### src/inc/fsc_pkg.sv
// constants, register map and timing counts for the flash sequence controller
package fsc_pkg;

    // ***********************************************************
    // clock and flash timing
    // ***********************************************************
    localparam int CLK_MHZ = 100;
    localparam int T_ACC_NS = 70;
    localparam int T_WP_NS = 50;
    localparam int T_WPH_NS = 30;
    localparam int T_BUSY_NS = 90;
    localparam int T_RP_NS = 500;
    localparam int T_RH_NS = 50;
    // four flops from pin to sampled value, plus one edge for a pin change on a clock edge
    localparam int SYNC_LAT = 5;

    // least times: round up, never below one cycle
    function automatic int ns_to_cyc(input int ns);
        int c;
        c = (ns * CLK_MHZ + 999) / 1000;
        return (c < 1) ? 1 : c;
    endfunction

    localparam int ACC_CYC = ns_to_cyc(T_ACC_NS) + SYNC_LAT;
    localparam int WP_CYC = ns_to_cyc(T_WP_NS);
    localparam int WPH_CYC = ns_to_cyc(T_WPH_NS);
    localparam int BUSY_CYC = ns_to_cyc(T_BUSY_NS);
    localparam int RP_CYC = ns_to_cyc(T_RP_NS);
    localparam int RH_CYC = ns_to_cyc(T_RH_NS);
    localparam int CNT_W = 16;

    // ***********************************************************
    // flash geometry
    // ***********************************************************
    localparam int ADDR_W = 19;
    localparam int DATA_W = 8;
    localparam int POLL_BIT = 7;
    localparam int TOGGLE_BIT = 6;
    localparam int SEQ_DEPTH = 6;

    // ***********************************************************
    // register map
    // ***********************************************************
    localparam logic [7:0] OFF_CTRL = 8'h00;
    localparam logic [7:0] OFF_ADDR = 8'h04;
    localparam logic [7:0] OFF_STAT = 8'h08;
    localparam logic [7:0] OFF_LEN = 8'h0C;
    localparam logic [7:0] OFF_SEQ0 = 8'h10;

    localparam int CTRL_GO_BIT = 0;
    localparam int CTRL_OP_LSB = 1;
    localparam int CTRL_STBY_BIT = 3;
    localparam int CTRL_TGL_BIT = 4;
    localparam logic [31:0] CTRL_RST = 32'h0000_0008;
    localparam logic [31:0] ADDR_RST = 32'h0000_0000;
    localparam logic [31:0] LEN_RST = 32'h0000_0001;

    localparam int SEQ_DATA_LSB = 0;
    localparam int SEQ_ADDR_LSB = 8;

    localparam int STAT_BUSY_BIT = 0;
    localparam int STAT_DONE_BIT = 1;
    localparam int STAT_RDY_BIT = 2;
    localparam int STAT_DATA_LSB = 8;

    typedef enum logic [1:0] {
        OP_READ,
        OP_SEQ,
        OP_SEQ_WAIT,
        OP_RESET
    } fsc_op_type;

endpackage

### src/logic/fsc_pin_sync.sv
// three-stage input synchroniser; output follows once stages two and three agree
`timescale 1ns/1ps
`default_nettype none
module fsc_pin_sync #(
    parameter int WIDTH = 1
) (
    input wire logic pclk,
    input wire logic presetn,
    input wire logic [WIDTH-1:0] pin_in,
    output logic [WIDTH-1:0] sync_out
);
    logic [WIDTH-1:0] s1_r;
    logic [WIDTH-1:0] s2_r;
    logic [WIDTH-1:0] s3_r;

    always_ff @(posedge pclk or negedge presetn) begin
        if (!presetn) begin
            s1_r <= '0;
            s2_r <= '0;
            s3_r <= '0;
        end else begin
            s1_r <= pin_in;
            s2_r <= s1_r;
            s3_r <= s2_r;
        end
    end

    always_ff @(posedge pclk or negedge presetn) begin
        if (!presetn) begin
            sync_out <= '0;
        end else begin
            for (int i = 0; i < WIDTH; i++) begin
                if (s2_r[i] == s3_r[i]) begin
                    sync_out[i] <= s3_r[i];
                end
            end
        end
    end
endmodule
`default_nettype wire

### src/logic/fsc_ctrl.sv
// host-side flash sequence controller: apb registers in, flash bus pins out
// Overview of operation
// - commands go out as plain bus write cycles
// - sequence length one to six (SEQ_DEPTH) writes
// - suspend is a one-write sequence, no wait
// - standby bit keeps chip select high while idle
// - separate strobes; output enable only on reads
//
// Decided for this implementation: the APB interface to the registers and the address map.
`timescale 1ns/1ps
`default_nettype none
module fsc_ctrl #(
    parameter int SEQ_DEPTH = fsc_pkg::SEQ_DEPTH
) (
    input wire logic pclk,
    input wire logic presetn,
    input wire logic psel,
    input wire logic penable,
    input wire logic pwrite,
    input wire logic [7:0] paddr,
    input wire logic [31:0] pwdata,
    output logic [31:0] prdata,
    output logic pready,
    output logic pslverr,
    output logic [fsc_pkg::ADDR_W-1:0] byte_address_lines,
    output logic [fsc_pkg::DATA_W-1:0] byte_data_out,
    output logic byte_data_oe_n,
    input wire logic [fsc_pkg::DATA_W-1:0] byte_data_in,
    output logic chip_sel_n,
    output logic out_en_n,
    output logic write_en_n,
    output logic flash_reset_n,
    input wire logic ready_busy_out
);
    localparam int IDX_W = $clog2(SEQ_DEPTH + 1);

    initial begin
        if (SEQ_DEPTH < 1 || SEQ_DEPTH > 16) begin
            $error("SEQ_DEPTH must lie in 1..16");
        end
    end

    // ***********************************************************
    // state and storage
    // ***********************************************************
    typedef enum {
        ST_IDLE, ST_RD_ACC, ST_RD_END, ST_WR_SETUP, ST_WR_PULSE, ST_WR_HOLD,
        ST_WR_GAP, ST_BUSY_DLY, ST_WAIT_RDY, ST_RST_LOW, ST_RST_REC
    } fsc_state_type;

    fsc_state_type state_r;
    logic [31:0] ctrl_r;
    logic [fsc_pkg::ADDR_W-1:0] rd_addr_r;
    logic [IDX_W-1:0] len_r;
    logic [fsc_pkg::ADDR_W-1:0] seq_addr_r [SEQ_DEPTH];
    logic [fsc_pkg::DATA_W-1:0] seq_data_r [SEQ_DEPTH];
    logic [IDX_W-1:0] idx_r;
    logic [fsc_pkg::CNT_W-1:0] cnt_r;
    logic [fsc_pkg::DATA_W-1:0] rd_data_r;
    logic [fsc_pkg::DATA_W-1:0] prev_r;
    logic prev_vld_r;
    logic poll_rd_r;
    logic done_r;
    logic [fsc_pkg::DATA_W-1:0] dq_sync;
    logic rdy_sync;
    logic wr_acc;
    logic go;
    fsc_pkg::fsc_op_type go_op;

    fsc_pin_sync #(.WIDTH(fsc_pkg::DATA_W)) u_dq_sync (
        .pclk(pclk),
        .presetn(presetn),
        .pin_in(byte_data_in),
        .sync_out(dq_sync)
    );

    fsc_pin_sync #(.WIDTH(1)) u_rdy_sync (
        .pclk(pclk),
        .presetn(presetn),
        .pin_in(ready_busy_out),
        .sync_out(rdy_sync)
    );

    function automatic logic [fsc_pkg::CNT_W-1:0] cyc(input int n);
        return fsc_pkg::CNT_W'(n - 1);
    endfunction

    function automatic logic seq_hit(input logic [7:0] a);
        return (a >= fsc_pkg::OFF_SEQ0) && (a < fsc_pkg::OFF_SEQ0 + 8'(4 * SEQ_DEPTH))
            && (a[1:0] == 2'b00);
    endfunction

    function automatic int seq_idx(input logic [7:0] a);
        return int'((a - fsc_pkg::OFF_SEQ0) >> 2);
    endfunction

    function automatic logic mapped(input logic [7:0] a);
        return (a == fsc_pkg::OFF_CTRL) || (a == fsc_pkg::OFF_ADDR)
            || (a == fsc_pkg::OFF_STAT) || (a == fsc_pkg::OFF_LEN) || seq_hit(a);
    endfunction

    assign wr_acc = psel && penable && pready && pwrite && mapped(paddr);
    assign go = wr_acc && (paddr == fsc_pkg::OFF_CTRL) && pwdata[fsc_pkg::CTRL_GO_BIT];
    assign go_op = fsc_pkg::fsc_op_type'(pwdata[fsc_pkg::CTRL_OP_LSB +: 2]);

    // ***********************************************************
    // apb slave
    // ***********************************************************
    always_ff @(posedge pclk or negedge presetn) begin
        if (!presetn) begin
            pready <= 1'b0;
            pslverr <= 1'b0;
            prdata <= 32'h0000_0000;
        end else if (psel && penable && !pready) begin
            pready <= 1'b1;
            pslverr <= !mapped(paddr);
            prdata <= 32'h0000_0000;
            if (!pwrite) begin
                if (paddr == fsc_pkg::OFF_CTRL) begin
                    prdata <= ctrl_r;
                end else if (paddr == fsc_pkg::OFF_ADDR) begin
                    prdata[fsc_pkg::ADDR_W-1:0] <= rd_addr_r;
                end else if (paddr == fsc_pkg::OFF_LEN) begin
                    prdata[IDX_W-1:0] <= len_r;
                end else if (paddr == fsc_pkg::OFF_STAT) begin
                    prdata[fsc_pkg::STAT_BUSY_BIT] <= (state_r != ST_IDLE);
                    prdata[fsc_pkg::STAT_DONE_BIT] <= done_r;
                    prdata[fsc_pkg::STAT_RDY_BIT] <= rdy_sync;
                    prdata[fsc_pkg::STAT_DATA_LSB +: fsc_pkg::DATA_W] <= rd_data_r;
                end else if (seq_hit(paddr)) begin
                    prdata[fsc_pkg::SEQ_DATA_LSB +: fsc_pkg::DATA_W] <= seq_data_r[seq_idx(paddr)];
                    prdata[fsc_pkg::SEQ_ADDR_LSB +: fsc_pkg::ADDR_W] <= seq_addr_r[seq_idx(paddr)];
                end
            end
        end else begin
            pready <= 1'b0;
            pslverr <= 1'b0;
        end
    end

    always_ff @(posedge pclk or negedge presetn) begin
        if (!presetn) begin
            ctrl_r <= fsc_pkg::CTRL_RST;
            rd_addr_r <= fsc_pkg::ADDR_RST[fsc_pkg::ADDR_W-1:0];
            len_r <= fsc_pkg::LEN_RST[IDX_W-1:0];
            for (int i = 0; i < SEQ_DEPTH; i++) begin
                seq_addr_r[i] <= '0;
                seq_data_r[i] <= '0;
            end
        end else if (wr_acc) begin
            if (paddr == fsc_pkg::OFF_CTRL) begin
                ctrl_r <= {pwdata[31:1], 1'b0};
            end else if (paddr == fsc_pkg::OFF_ADDR) begin
                rd_addr_r <= pwdata[fsc_pkg::ADDR_W-1:0];
            end else if (paddr == fsc_pkg::OFF_LEN) begin
                // lengths of 1..SEQ_DEPTH; other values of the low IDX_W bits clamp to the nearest legal value
                if (pwdata[IDX_W-1:0] == '0) begin
                    len_r <= IDX_W'(1);
                end else if (pwdata[IDX_W-1:0] > IDX_W'(SEQ_DEPTH)) begin
                    len_r <= IDX_W'(SEQ_DEPTH);
                end else begin
                    len_r <= pwdata[IDX_W-1:0];
                end
            end else if (seq_hit(paddr)) begin
                seq_data_r[seq_idx(paddr)] <= pwdata[fsc_pkg::SEQ_DATA_LSB +: fsc_pkg::DATA_W];
                seq_addr_r[seq_idx(paddr)] <= pwdata[fsc_pkg::SEQ_ADDR_LSB +: fsc_pkg::ADDR_W];
            end
        end
    end

    // ***********************************************************
    // flash bus sequencer
    // ***********************************************************
    always_ff @(posedge pclk or negedge presetn) begin
        if (!presetn) begin
            state_r <= ST_IDLE;
            idx_r <= '0;
            cnt_r <= '0;
            rd_data_r <= '0;
            prev_r <= '0;
            prev_vld_r <= 1'b0;
            poll_rd_r <= 1'b0;
            done_r <= 1'b0;
            byte_address_lines <= '0;
            byte_data_out <= '0;
            byte_data_oe_n <= 1'b1;
            chip_sel_n <= 1'b1;
            out_en_n <= 1'b1;
            write_en_n <= 1'b1;
            flash_reset_n <= 1'b1;
        end else if (go && go_op == fsc_pkg::OP_RESET) begin
            // accepted in any state: drops every strobe and pulses reset
            done_r <= 1'b0;
            byte_data_oe_n <= 1'b1;
            chip_sel_n <= 1'b1;
            out_en_n <= 1'b1;
            write_en_n <= 1'b1;
            flash_reset_n <= 1'b0;
            cnt_r <= cyc(fsc_pkg::RP_CYC);
            state_r <= ST_RST_LOW;
        end else begin
            unique case (state_r)
                ST_IDLE: begin
                    chip_sel_n <= ctrl_r[fsc_pkg::CTRL_STBY_BIT];
                    if (go) begin
                        done_r <= 1'b0;
                        idx_r <= '0;
                        prev_vld_r <= 1'b0;
                        if (go_op == fsc_pkg::OP_READ) begin
                            poll_rd_r <= 1'b0;
                            byte_address_lines <= rd_addr_r;
                            chip_sel_n <= 1'b0;
                            out_en_n <= 1'b0;
                            cnt_r <= cyc(fsc_pkg::ACC_CYC);
                            state_r <= ST_RD_ACC;
                        end else begin
                            chip_sel_n <= 1'b1;
                            state_r <= ST_WR_SETUP;
                        end
                    end
                end
                ST_RD_ACC: begin
                    if (cnt_r == '0) begin
                        rd_data_r <= dq_sync;
                        out_en_n <= 1'b1;
                        chip_sel_n <= 1'b1;
                        cnt_r <= cyc(fsc_pkg::WPH_CYC);
                        state_r <= ST_RD_END;
                    end else begin
                        cnt_r <= cnt_r - 1'b1;
                    end
                end
                ST_RD_END: begin
                    if (cnt_r != '0) begin
                        cnt_r <= cnt_r - 1'b1;
                    end else if (poll_rd_r && !(prev_vld_r
                            && prev_r[fsc_pkg::TOGGLE_BIT] == rd_data_r[fsc_pkg::TOGGLE_BIT])) begin
                        // no earlier read to compare yet, or bit still toggling: read again
                        prev_r <= rd_data_r;
                        prev_vld_r <= 1'b1;
                        chip_sel_n <= 1'b0;
                        out_en_n <= 1'b0;
                        cnt_r <= cyc(fsc_pkg::ACC_CYC);
                        state_r <= ST_RD_ACC;
                    end else begin
                        done_r <= 1'b1;
                        state_r <= ST_IDLE;
                    end
                end
                ST_WR_SETUP: begin
                    byte_address_lines <= seq_addr_r[idx_r];
                    byte_data_out <= seq_data_r[idx_r];
                    byte_data_oe_n <= 1'b0;
                    chip_sel_n <= 1'b0;
                    out_en_n <= 1'b1;
                    cnt_r <= cyc(fsc_pkg::WP_CYC);
                    state_r <= ST_WR_PULSE;
                end
                ST_WR_PULSE: begin
                    write_en_n <= 1'b0;
                    if (cnt_r == '0) begin
                        state_r <= ST_WR_HOLD;
                    end else begin
                        cnt_r <= cnt_r - 1'b1;
                    end
                end
                ST_WR_HOLD: begin
                    // address and data stay one cycle past the rising strobe
                    write_en_n <= 1'b1;
                    cnt_r <= cyc(fsc_pkg::WPH_CYC);
                    state_r <= ST_WR_GAP;
                end
                ST_WR_GAP: begin
                    chip_sel_n <= 1'b1;
                    byte_data_oe_n <= 1'b1;
                    if (cnt_r != '0) begin
                        cnt_r <= cnt_r - 1'b1;
                    end else if (idx_r + 1'b1 < len_r) begin
                        idx_r <= idx_r + 1'b1;
                        state_r <= ST_WR_SETUP;
                    end else if (ctrl_r[fsc_pkg::CTRL_OP_LSB +: 2] == fsc_pkg::OP_SEQ_WAIT) begin
                        if (ctrl_r[fsc_pkg::CTRL_TGL_BIT]) begin
                            poll_rd_r <= 1'b1;
                            byte_address_lines <= seq_addr_r[idx_r];
                            chip_sel_n <= 1'b0;
                            out_en_n <= 1'b0;
                            cnt_r <= cyc(fsc_pkg::ACC_CYC);
                            state_r <= ST_RD_ACC;
                        end else begin
                            cnt_r <= cyc(fsc_pkg::BUSY_CYC + fsc_pkg::SYNC_LAT);
                            state_r <= ST_BUSY_DLY;
                        end
                    end else begin
                        done_r <= 1'b1;
                        state_r <= ST_IDLE;
                    end
                end
                ST_BUSY_DLY: begin
                    if (cnt_r == '0) begin
                        state_r <= ST_WAIT_RDY;
                    end else begin
                        cnt_r <= cnt_r - 1'b1;
                    end
                end
                ST_WAIT_RDY: begin
                    if (rdy_sync) begin
                        done_r <= 1'b1;
                        state_r <= ST_IDLE;
                    end
                end
                ST_RST_LOW: begin
                    if (cnt_r == '0) begin
                        flash_reset_n <= 1'b1;
                        cnt_r <= cyc(fsc_pkg::RH_CYC);
                        state_r <= ST_RST_REC;
                    end else begin
                        cnt_r <= cnt_r - 1'b1;
                    end
                end
                ST_RST_REC: begin
                    if (cnt_r == '0) begin
                        done_r <= 1'b1;
                        state_r <= ST_IDLE;
                    end else begin
                        cnt_r <= cnt_r - 1'b1;
                    end
                end
            endcase
        end
    end
endmodule
`default_nettype wire

### config.mk
export PLATFORM = sky130hd
export DESIGN_NAME = fsc_ctrl
export DESIGN_NICKNAME = d
export VERILOG_FILES = /design/src/inc/fsc_pkg.sv /design/src/logic/fsc_pin_sync.sv /design/src/logic/fsc_ctrl.sv
export SDC_FILE = /design/constraint.sdc
export NUM_CORES = 1
export LEC_CHECK = 0
export BUFFER_PORTS_ARGS = -buffer_cell sky130_fd_sc_hd__buf_4
export CAP_MARGIN = 20
export CORE_ASPECT_RATIO = 0.5
export CORE_MARGIN = 8
export CORE_UTILIZATION = 52
export DETAILED_ROUTE_END_ITERATION = 10
export PLACE_DENSITY = 0.8
export REMOVE_ABC_BUFFERS = 1
export SLEW_MARGIN = 10
export SYNTH_ARGS = -nofsm -noshare
export SYNTH_HDL_FRONTEND = slang
export SYNTH_HIERARCHICAL = 1
export SYNTH_SLANG_ARGS = --single-unit
export TNS_END_PERCENT = 50
### constraint.sdc
create_clock -name pclk -period 3.8 [get_ports pclk]
set_input_delay 0.57 -clock pclk [delete_from_list [all_inputs] [get_ports pclk]]
set_output_delay 0.57 -clock pclk [all_outputs]
set_load 0.02 [all_outputs]
**Word-level counts from Yosys, hierarchy flattened**

Index checks and enable logic that the tools add are counted.

- Equal/unequal tests: 54
- $add $sub $neg: 3
- Bitwise logic cells: 7
- Multiplexer cells: 116
- Reductions and logical operators: 56
- Magnitude comparators: 7

Operators by type and width:

| kind | count |
|---|---|
| 32-bit two-way mux | 13 |
| 32-bit one-hot mux with 11 select lines | 1 |
| 19-bit two-way mux | 12 |
| 16-bit two-way mux | 11 |
| 32-bit by 3-bit == test with 1-bit output (second input constant) | 4 |
| 16-bit one-hot mux with 8 select lines | 1 |
| 19-bit binary-select mux with 3-bit select | 2 |
| 114-bit bitwise mux | 1 |
| 32-bit by 4-bit == test with 1-bit output (second input constant) | 3 |
| 32-bit by 2-bit == test with 1-bit output (second input constant) | 2 |
| 19-bit demux with 3-bit select | 1 |
| 19-bit one-hot mux with 3 select lines | 1 |
| 8-bit two-way mux | 7 |
| 27-bit two-way mux | 2 |
| 8-bit binary-select mux with 3-bit select | 2 |
| 48-bit bitwise mux | 1 |
| 3-bit != test (second input constant) | 16 |
| 1-bit two-way mux | 38 |
| 32-bit by 1-bit == test with 1-bit output (second input constant) | 1 |
| 32-bit by 4-bit greater-or-equal comparator with 1-bit output (second input constant) | 1 |
| 32-bit logical NOT | 1 |
| 32-bit by 1-bit < comparator with 1-bit output (second input constant) | 1 |
| 30-bit NOT with 32-bit output | 1 |
| 32-bit nonzero test | 1 |
| 47 further kinds | 119 |

- Output and inout port bits: 66
- Flip-flop bits (word level): 386
- Logic and storage cells: 291

**Logic depth before layout (Yosys ltp)**

Gate-level depths: netlist of the first run.

- Word-level depth: 11
- Gate-level depth with buffers: 12

**Modules after synthesis**

The synthesis of the first run kept the hierarchy.

Modules (own cells, without submodules):

| module | cells each | area each (µm²) | instances | seq. area each (µm²) |
|---|---|---|---|---|
| fsc_ctrl | 1353 | 16244.3 | 1 | 7916.3 |
| fsc_pin_sync at u_dq_sync | 40 | 890.9 | 1 | 800.8 |
| fsc_pin_sync at u_rdy_sync | 5 | 111.4 | 1 | 100.1 |

**Least setup slack after synthesis of the first run**

Ideal clock, no wire load.

- Kind: input port to flip-flop
- Start point: in paddr[1]
- End point: reg byte_address_lines[10] (netlist name)
- Slack: 858 ps
- Buffers on the path: 2
- Setup time: 125 ps
- Arrival: 2817 ps
- Required time: 3675 ps
- Stages: 8
- Cells stage by stage: or4_1 -> buf_2 -> nor3_4 -> a41oi_1 -> or3_4 -> a21oi_4 -> buf_8 -> mux2_4

- Cells in the longest elaborated chain, start to end: 11
- Elaborated cells between the ends (all ways): 20
- Those cells by class: order compare: 2; eq/ne: 4; bitwise: 1; reduce/logical: 13

Ends and longest elaborated chain:

| element | line | RTL |
|---|---|---|
| start, declared | fsc_ctrl.sv:20 | `input wire logic [7:0] paddr,` |
| branches (longest 6 deep; another with 8-bit by 5-bit greater-or-equal comparator with 1-bit output) | n/a |  |
| 1-bit logical AND * (2 in a row) | fsc_ctrl.sv:103 | `assign go = wr_acc && (paddr == fsc_pkg::OFF_CTRL) && pwdata[fsc_pkg::CTRL_GO_BIT];` |
| branches (longest 2 deep; another with 2-bit != test) | n/a |  |
| 8-bit AND reduction (no line) * | n/a |  |
| end signal, assigned | fsc_ctrl.sv:211 | `byte_address_lines <= rd_addr_r;` |
| end signal, assigned | fsc_ctrl.sv:251 | `byte_address_lines <= seq_addr_r[idx_r];` |
| end signal, assigned | fsc_ctrl.sv:284 | `byte_address_lines <= seq_addr_r[idx_r];` |
| end, declared | fsc_ctrl.sv:25 | `output logic [fsc_pkg::ADDR_W-1:0] byte_address_lines,` |

Mark *: on every way between the ends.
A chain may end at the register's enable or synchronous reset.

**Worst setup path in the final report of the first run**

- Start point: reg idx_r[0]
- End point: reg cnt_r[3] (netlist name)

- Cells in the longest elaborated chain, start to end: 4

Ends and longest elaborated chain:

| element | line | RTL |
|---|---|---|
| start, declared | fsc_ctrl.sv:57 | `logic [IDX_W-1:0] idx_r;` |
| start signal, assigned | fsc_ctrl.sv:279 | `idx_r <= idx_r + 1'b1;` |
| 3-bit by 1-bit adder with 3-bit output | fsc_ctrl.sv:278 | `end else if (idx_r + 1'b1 < len_r) begin` |
| 3-bit < comparator | fsc_ctrl.sv:278 |  |
| 4-bit != test (no line) | n/a |  |
| 7-bit AND reduction (no line) | n/a |  |
| end signal, assigned | fsc_ctrl.sv:277 | `cnt_r <= cnt_r - 1'b1;` |
| end signal, assigned | fsc_ctrl.sv:287 | `cnt_r <= cyc(fsc_pkg::ACC_CYC);` |
| end signal, assigned | fsc_ctrl.sv:290 | `cnt_r <= cyc(fsc_pkg::BUSY_CYC + fsc_pkg::SYNC_LAT);` |
| end, declared | fsc_ctrl.sv:58 | `logic [fsc_pkg::CNT_W-1:0] cnt_r;` |

No other way between the ends.

==> metrics.txt, run 1 <==
gr usage total=23.97%; Area Growth Syn to Fin=15.66%; crit path DAT=3.71 ns; violated checks=negative hold slack; DRC=0; largest area contributor in the netlist=dfrtp_1; asr flop ratio synth=100.0%; final WL=48,360 microns; top_reg_cell synth=dfrtp_1; Critical Path Max Stage Delay=0.63 ns; post-DP HPWL=30,660 microns; unrepaired setup endpoints after global routing=false; crit share post-route=85.29%; final hold viol count=3; TritonCTS buffer count=31; core footprint=0.03287 sq mm; Ys Warns=6; largest net degree at the start of global routing=95; fin cells=1,966; Max Freq=308.5 MHz; clock skew=0.02407 ns; Initial DRC Count=1,369; CTS root buf=clkbuf_16; DRT Pass-1 Iters=7; CP Cell Sequence=ha_1, xor2_1, ha_1, a21oi_1, o21ai_0, a21oi_1, nor3_1, o21ai_1, buf_4, nor2_1, a22o_1; Post-CTS Setup Bufs=0; vias in the first global route=13,217; Syn Area/Cell=12.34 sq um; Final min period=3.241 ns; htree depth=1; final number of setup-violating endpoints=0; Worst-Skew Late Latency=0.60 ns; Chip Width=273.6 microns; Net Sw Power=3.070 mW; io pins=120; DR vias=12,823; CTS Sinks=352; ratio of cells with drive above 1 in the final layout=37.77%; Area contributors post-synth=dfrtp_1 50%, mux2_2 17%, mux4_2 7.1%, o21ai_0 2.9%, a22oi_1 2.4%; Min-Delay Path Class=in -> async; critical-path maximum fanout=13; PostCTS Resize Cnt=0; Post-DRT Antenna Nets=0; Comb pwr share=22.5%; FP Rows=47; CP max-delay cell=o21ai_1; number of synthesized flops with an enable pin=0; Post-Place Cells=1,908; layout net count=1,562; GP Congestion=0.8813; FILL cells=2,362; clk slew on worst S/H paths=0.07 ns; top-count cell post-synth=dfrtp_1; Hold Buf Count CTS=0; first-pass GRT wire length=75,130 microns; initial core utilization=52.46%; clk buf depth=3; hold_ws=-0.002084 ns; Max Cap Violations=0; initial antenna violation count=0; commonest cells in the synthesized netlist=345 x dfrtp_1, 260 x mux2_2, 107 x nand2_1; port bufs=119; Internal=6.997 mW; die height=144.8 microns; library cells used by synthesis=73; CTS tree=done; mapped cell area=0.01725 sq mm; Area after DPL=0.01876 sq mm; Mapped Cells=1,398; share of power burned in registers=40.8%; Final Power=10.07 mW; Pleak=9.216 nW; synthesis-stage register bit count=352; Clock Power Share=36.7%; Worst Path Required=4.27 ns; die area=0.03960 sq mm; Sw Share=30.49%; setup_tns=0 ns; area share of the largest cell type after synthesis=50.06%; Wirelength per Cell=24.60 microns; Max VDD drop=316.9 uV; Slew @ Worst Pin=1.008 ns; Critical Path Sink Type=flip-flop; Critical Path Start Type=flip-flop; Setup CP Type=reg -> reg; slew margin rel.=32.67%; GRT Residual Overflow=0; register area share after synthesis=51.12%; fin area=0.01995 sq mm; Pins Over Slew Limit=0; status=complete, but fails checks; Vias/cell=6.522; Power Density=504.7 mW/mm^2; n_diodes=0
==> worst paths after layout <==
kind                            slack [ns]  cells after the start               from           endpoint
max in group asynchronous             2.94                      2            presetn         chip_sel_n
worst min register to register        0.35                      0  u_dq_sync/s1_r[1]  u_dq_sync/s2_r[1]
worst min-delay path                -0.002                      1            presetn     seq_addr_r[37]
worst max register to register        0.56                     11           idx_r[0]           cnt_r[3]
worst max-delay path                  0.56                     11           idx_r[0]           cnt_r[3]
min in group pclk                     0.07                      1    byte_data_in[0]  u_dq_sync/s1_r[0]
==> final cells by class <==
class / instances / area (sq um) / area share [%]
Clock buffer: 43 / 870.8 / 4.366
Clock inverter: 15 / 319.1 / 1.600
Inverter: 16 / 60.06 / 0.3011
Multi-Input combinational cell: 939 / 8005 / 40.13
Sequential cell: 352 / 8818 / 44.21
Tap cell: 441 / 551.8 / 2.766
Timing Repair Buffer: 160 / 1321 / 6.624
==> metrics by stage <==
| step | utilization (%) | setup WS, ns | hold WS (ns) |
|---|---|---|---|
| 2_1_floorplan | - | -0.6558 | 0.2744 |
| 3_3_place_gp | 57.06 | 0.5183 | 0.3317 |
| 3_5_place_dp | 57.06 | 0.3466 | 0.3355 |
| 4_1_cts | 60.68 | 0.6067 | 0.02862 |
| 5_1_grt | 60.68 | 0.3737 | 0.04272 |
| 6_report | 60.68 | 0.5589 | -0.002084 |
==> cell usage in the layout (no fill, tap or decap), types with 5 or more instances in the layout <==
cell	count
or2_2	7
nor2_1	70
mux2_2	260
clkbuf_8	5
a22o_1	7
dfstp_2	7
a21oi_1	47
nor3_1	11
o21ai_0	99
buf_4	150
bufinv_16	9
inv_1	15
o31ai_1	8
or3_1	8
nand2b_1	22
or4_1	9
nand3_1	15
clkbuf_1	7
mux2i_1	28
dfrtp_1	344
clkbuf_16	31
ha_1	8
buf_12	9
maj3_2	9
mux2_4	10
nor2b_1	5
nand2_1	107
o41ai_1	16
a22oi_1	55
mux4_2	54
==> registers in the layout, indices dropped and copies added, names as in the netlist, 16 cells and up <==
register and cells:
cnt_r 16, prdata 32, byte_address_lines 19, ctrl_r 31, seq_data_r 48, rd_addr_r 19
seq_addr_r 114
==> metal layers <==
| layer | global-route usage [%] | share of wire, % | up-vias |
|---|---|---|---|
| met5 | 0 | 0 | - |
| met4 | 11.16 | 4.7 | 0 |
| met3 | 3.904 | 7.0 | 155 |
| met2 | 41.77 | 50 | 650 |
| met1 | 29.31 | 38 | 6634 |
| li1 | - | - | 5384 |
==> logic make-up (layout without fill, tap and decap cells) <==
group,after synthesis,in the layout,share of synthesized area [%]
multiplexers,352,352,26.52
flip-flops,352,352,51.12
AND/OR/NAND/NOR,289,289,8.046
AO/OA/AOI/OAI,275,275,10.20
buffers and inverters,107,234,2.633
adder cells (fa/ha/maj),17,17,1.168
XOR/XNOR,6,6,0.3048
==> worst max-delay path, delay by kind of cell, from the launching register on <==
kind	cells	cell delay, ns
xor+xnor	1	0.15
flops	1	0.41
compound gates	5	1.50
buf+inv	1	0.31
simple gates	2	0.21
fa+ha+maj	2	0.53
==> power by group through the flow <==
| stage | Clock [mW] | Sequential [mW] | Combinational, mW |
|---|---|---|---|
| 6_report | 3.69 | 4.11 | 2.27 |
| 3_5_place_dp | 0 | 4.17 | 2.22 |
| 4_1_cts | 3.71 | 4.11 | 2.24 |
| 3_3_place_gp | 0 | 4.16 | 2.13 |
| 2_1_floorplan | 0 | 4.24 | 1.30 |
| 5_1_grt | 3.85 | 4.13 | 2.44 |
Note: power is estimated with default switching activity, not from simulation.
==> run 2, diff against run 1 <==
Settings changed: PLACE_DENSITY 0.8 to 0.76.
==> run 2 against run 1 <==
The flow still finishes with violations (negative hold slack). Non-clock buffer count increased by 10. Fmax decreased by 1.1%. Flip-flop and latch count unchanged. Clock-buffer cell count up 6. First-iteration DRC count is 19% lower. Power fell by 2.4%. Critical path type unchanged. Largest cell class unchanged.
==> metrics.txt, run 2 (synthesized netlist as in run 1, its figures left out) <==
die height=144.8 microns (unchanged); Max Cap Violations=0 (unchanged); clk slew on worst S/H paths=0.07 ns (about the same); largest registers=seq_addr_r (114), seq_data_r (48), prdata (32); clock skew=0.01350 ns (-0.01056 ns); crit path DAT=3.76 ns (+0.05 ns); port bufs=119 (unchanged); CP Cell Sequence=ha_1, xor2_1, ha_1, nand2_1, o21ai_0, a21oi_1, buf_4, or3_4, a21oi_4, buf_4, mux2_2; GRT Residual Overflow=0 (unchanged); Pleak=9.197 nW (-0.20%); post-DP HPWL=31,580 microns (+3.0%); Slew @ Worst Pin=0.9658 ns (-0.04179 ns); CP delay by family, top=compound AO/OA/AOI/OAI gates; PostCTS Resize Cnt=0 (unchanged); DRT Pass-1 Iters=5 (-2); FP Rows=47 (unchanged); Hold Buf Count CTS=0 (unchanged); n_diodes=0 (unchanged); first-pass GRT wire length=75,760 microns (+0.83%); CTS tree=done; critical-path maximum fanout=19 (+6); Area Growth Syn to Fin=15.21%; setup_tns=0 ns (unchanged); io pins=120 (unchanged); final number of setup-violating endpoints=0 (unchanged); Setup CP Type=reg -> reg; core footprint=0.03287 sq mm (unchanged); initial core utilization=52.46% (unchanged); final hold viol count=11 (+8); TritonCTS buffer count=31 (unchanged); Power Density=494.4 mW/mm^2 (-2.0%); Post-CTS Setup Bufs=0 (unchanged); Initial DRC Count=1,113 (-19%); final WL=48,120 microns (-0.51%); DR vias=12,536 (-2.2%); initial antenna violation count=0 (unchanged); crit share post-route=86.25% (+0.96 points); GP Congestion=0.8697 (-1.3%); largest net degree at the start of global routing=93 (-2.1%); vias in the first global route=13,229 (+0.091%); FILL cells=2,564 (+8.6%); Final min period=3.278 ns (+0.03655 ns); Chip Width=273.6 microns (unchanged); CP Buf/Inv Count=2 (+1); unrepaired setup endpoints after global routing=false; CP max-delay cell=dfrtp_2; slew margin rel.=35.46% (+2.8 points); clk buf depth=3 (unchanged); Pins Over Slew Limit=0 (unchanged); Max VDD drop=251.4 uV (-21%); CTS root buf=clkbuf_16; Post-DRT Antenna Nets=0 (unchanged); Wirelength per Cell=24.35 microns (-1.0%); Min-Delay Path Class=in -> async; commonest non-fill, non-tap cell in the layout=dfrtp_1; max reg flops=114 (unchanged); violated checks=negative hold slack; status=complete, but fails checks; htree depth=1 (unchanged); layout net count=1,572 (+0.64%); Critical Path Sink Type=flip-flop; DRC=0 (unchanged); Biggest register=seq_addr_r; Critical Path Max Stage Delay=0.40 ns (-0.23 ns); most frequent cells in the layout=344 x dfrtp_1, 260 x mux2_2, 165 x buf_4; gr usage total=24.28% (+0.31 points); hold_ws=-0.02172 ns (-0.01964 ns); Vias/cell=6.344 (-2.7%); Max Freq=305.1 MHz (-1.1%); Worst-Skew Late Latency=0.59 ns (about the same); Worst Path Required=4.28 ns (about the same); CTS Sinks=352 (unchanged); ratio of cells with drive above 1 in the final layout=37.92% (+0.14 points); Critical Path Start Type=flip-flop; die area=0.03960 sq mm (unchanged)
[run 2: cell count changes in the layout (fill, tap and decap cells not counted), moves of 2 or more]
cell | previous run | this run
buf_4 | 150 | 165
buf_12 | 9 | 4
bufinv_16 | 9 | 5
clkbuf_1 | 7 | 11
clkbuf_8 | 5 | 7
clkinv_2 | 4 | 2
[run 2: final timing paths]
kind | cells past startpoint | slack, ns | to | startpoint
min reg2reg | 0 | 0.35 | u_dq_sync/s2_r[3] | u_dq_sync/s1_r[3]
max in group asynchronous | 2 | 2.86 | out_en_n | presetn
max | 11 | 0.52 | byte_address_lines[18] | idx_r[0]
min | 1 | -0.02 | seq_addr_r[68] | presetn
max reg2reg | 11 | 0.52 | byte_address_lines[18] | idx_r[0]
min in group pclk | 1 | 0.08 | u_dq_sync/s1_r[1] | byte_data_in[1]
[run 2: stage by stage]
step	cell area (sq um)	total power [mW]	cells	worst slack (ns)	utilization, %
after floorplan	16850	5.542	1307	-0.6558	-
after global placement	18770	6.341	1918	0.5221	57.10
after detailed placement	18770	6.431	1918	0.4078	57.10
after CTS	19870	9.847	1976	0.5869	60.45
after global routing	19870	10.26	1976	0.2325	60.45
final	19870	9.824	1976	0.5224	60.45
[run 2: layer usage]
metal	part of all wire, %	GRT usage (%)	routed length, microns
met1	40	31.04	19350
met2	50	42.04	24000
met3	6.6	4.216	3180
met4	3.3	7.885	1587
met5	0	0	0
[run 2: area by class of cell]
cell class / instances / area [sq um] / share of cell area (%)
clock inverters: 9 / 187.7 / 0.9445
clock buffers: 49 / 913.4 / 4.597
repair buffers: 170 / 1334 / 6.712
multi-input cells: 939 / 8005 / 40.29
well taps: 441 / 551.8 / 2.777
flip-flops and latches: 352 / 8818 / 44.38
inverters: 16 / 60.06 / 0.3022
[run 2: where the power goes]
| group | total [mW] | leakage, nW | internal, mW | switching, mW |
|---|---|---|---|---|
| clock | 3.43 | 0.534 | 1.99 | 1.44 |
| sequential | 4.14 | 4.78 | 3.94 | 0.207 |
| combinational | 2.25 | 3.89 | 0.842 | 1.41 |
| total | 9.82 | 9.20 | 6.77 | 3.05 |
==> run 3, diff against run 2 <==
Settings changed: PLACE_DENSITY 0.76 to 0.7.
==> run 3 against run 2 <==
The run now ends clean. Critical path depth is 1 lower. First-iteration DRC count is 5.2% higher. Flip-flop and latch count stayed put. Critical endpoint is now byte_address_lines[5].
==> metrics.txt, run 3 (synthesized netlist as in run 1, its figures left out) <==
gr usage total=24.42% (+0.14 points); Final Power=9.492 mW (-3.4%); Chip Width=273.6 microns (unchanged); CTS Sinks=352 (unchanged); Internal=6.438 mW (-4.9%); share of power burned in registers=43.8% (+1.6 points); vias in the first global route=13,025 (-1.5%); Net Sw Power=3.054 mW (about the same); critical-path maximum fanout=19 (unchanged); Max VDD drop=441.4 uV (+76%); fin area=0.01980 sq mm (-0.37%); Comb pwr share=23.1% (+0.2 points); largest registers=seq_addr_r (114), seq_data_r (48), prdata (32); CP delay by family, top=compound AO/OA/AOI/OAI gates; crit share post-route=83.62% (-2.6 points); Post-Place Setup Slack=0.4974 ns (+0.08962 ns); setup slack after layout=0.6225 ns (+0.1002 ns); layout net count=1,571 (-0.064%); Post-Place Cells=1,917 (-0.052%); n_diodes=0 (unchanged); Vias/cell=6.342 (about the same); Max Cap Violations=0 (unchanged); Biggest register=seq_addr_r; port bufs=119 (unchanged); Post-CTS Setup Bufs=0 (unchanged); CP Cell Sequence=ha_1, xor2_1, ha_1, nand2_1, o21ai_0, a21oi_1, or3_4, a21oi_4, buf_4, mux2_2; clk slew on worst S/H paths=0.07 ns (about the same); Max Freq=314.7 MHz (+3.2%); CTS root buf=clkbuf_16; htree depth=1 (unchanged); Final min period=3.177 ns (-0.1002 ns); Worst-Skew Late Latency=0.60 ns (about the same); initial core utilization=52.46% (unchanged); Critical Path Start Type=flip-flop; final WL=48,630 microns (+1.1%); largest net degree at the start of global routing=85 (-8.6%); Area after DPL=0.01880 sq mm (+0.16%); Min-Delay Path Class=in -> reg; Power Density=479.5 mW/mm^2 (-3.0%); CP Buf/Inv Count=1 (-1); GP Congestion=0.8899 (+2.3%); CP max-delay cell=or3_4; Wirelength per Cell=24.65 microns (+1.2%); Critical Path Max Stage Delay=0.44 ns (+0.04 ns); post-DP HPWL=31,750 microns (+0.55%); crit path DAT=3.66 ns (-0.10 ns); FP Rows=47 (unchanged); Pins Over Slew Limit=0 (unchanged); status=complete, no violations; GRT Residual Overflow=0 (unchanged); core footprint=0.03287 sq mm (unchanged); die height=144.8 microns (unchanged); initial antenna violation count=0 (unchanged); Initial DRC Count=1,171 (+5.2%); Area Growth Syn to Fin=14.79%; Slew @ Worst Pin=1.012 ns (+0.04638 ns); DRT Pass-1 Iters=5 (unchanged); io pins=120 (unchanged); final number of setup-violating endpoints=0 (unchanged); CTS tree=done; Worst Path Required=4.28 ns (about the same); ratio of cells with drive above 1 in the final layout=37.99% (+0.074 points); Setup CP Type=reg -> reg; final hold viol count=0 (-11); die area=0.03960 sq mm (unchanged); Pleak=9.154 nW (-0.47%); Post-DRT Antenna Nets=0 (unchanged); max reg flops=114 (unchanged); DRC=0 (unchanged); unrepaired setup endpoints after global routing=false; fin cells=1,973 (-0.15%); Sw Share=32.17% (+1.1 points); hold_ws=0.07006 ns (+0.09178 ns); Critical Path Sink Type=flip-flop; clock skew=0.02893 ns (+0.01543 ns); utilization after layout=60.22% (-0.22 points); commonest non-fill, non-tap cell in the layout=dfrtp_1; most frequent CP cell=ha_1; clk buf depth=3 (unchanged); Clock Power Share=33.1% (-1.8 points); slew margin rel.=32.45% (-3.0 points); DR vias=12,513 (-0.18%); first-pass GRT wire length=75,410 microns (-0.46%); setup_tns=0 ns (unchanged); TritonCTS buffer count=30 (-3.2%); most frequent cells in the layout=344 x dfrtp_1, 260 x mux2_2, 161 x buf_4
-- run 3: cell types whose count changed in the layout (fill, tap and decap cells not counted), sizes merged --
cell         change
clkbuf           -8
bufinv           -3
inv              -1
clkinv           +9
dlygate4sd3      +1
buf              -1
-- run 3: cell type report --
cell class | instances | area, sq um
tap | 441 | 551.8
clock buffer | 41 | 832.0
sequential | 352 | 8818
fill | 2602 | 13080
multi-input combinational | 939 | 8005
clock inverter | 14 | 155.1
timing repair buffer | 170 | 1374
inverter | 16 | 60.06
-- run 3: routing by layer --
| metal | share of wire, % | up-vias | global-route usage [%] | wire length (microns) |
|---|---|---|---|---|
| li1 | - | 5410 | - | - |
| met1 | 41 | 6513 | 31.97 | 20120 |
| met2 | 49 | 471 | 41.02 | 23710 |
| met3 | 6.2 | 119 | 3.921 | 3021 |
| met4 | 3.7 | 0 | 9.189 | 1790 |
| met5 | 0 | - | 0 | 0 |
-- run 3: path summary, 6_finish.rpt --
check	startpoint	to	slack (ns)	depth (start not counted)
worst max-delay path	idx_r[0]	byte_address_lines[5]	0.62	10
worst min-delay path	byte_data_in[0]	u_dq_sync/s1_r[0]	0.07	1
worst max register to register	idx_r[0]	byte_address_lines[5]	0.62	10
worst min register to register	u_rdy_sync/s1_r	u_rdy_sync/s2_r	0.35	0
max in group asynchronous	presetn	write_en_n	2.26	3
min in group asynchronous	presetn	seq_addr_r[66]	0.57	2
-- run 3: timing repair --
action | CTS | global route
endpoints found under the hold margin | 1 | 0
setup endpoints to repair | 0 | 0
gates resized for setup | 0 | 0
hold buffers | 1 | 0
-- run 3: power by group through the flow --
stage	Combinational, mW	Sequential (mW)	Clock [mW]
after floorplan	1.30	4.24	0
after global routing	2.39	4.18	3.34
after global placement	2.10	4.21	0
final	2.19	4.16	3.14
after detailed placement	2.16	4.23	0
after CTS	2.17	4.15	3.19
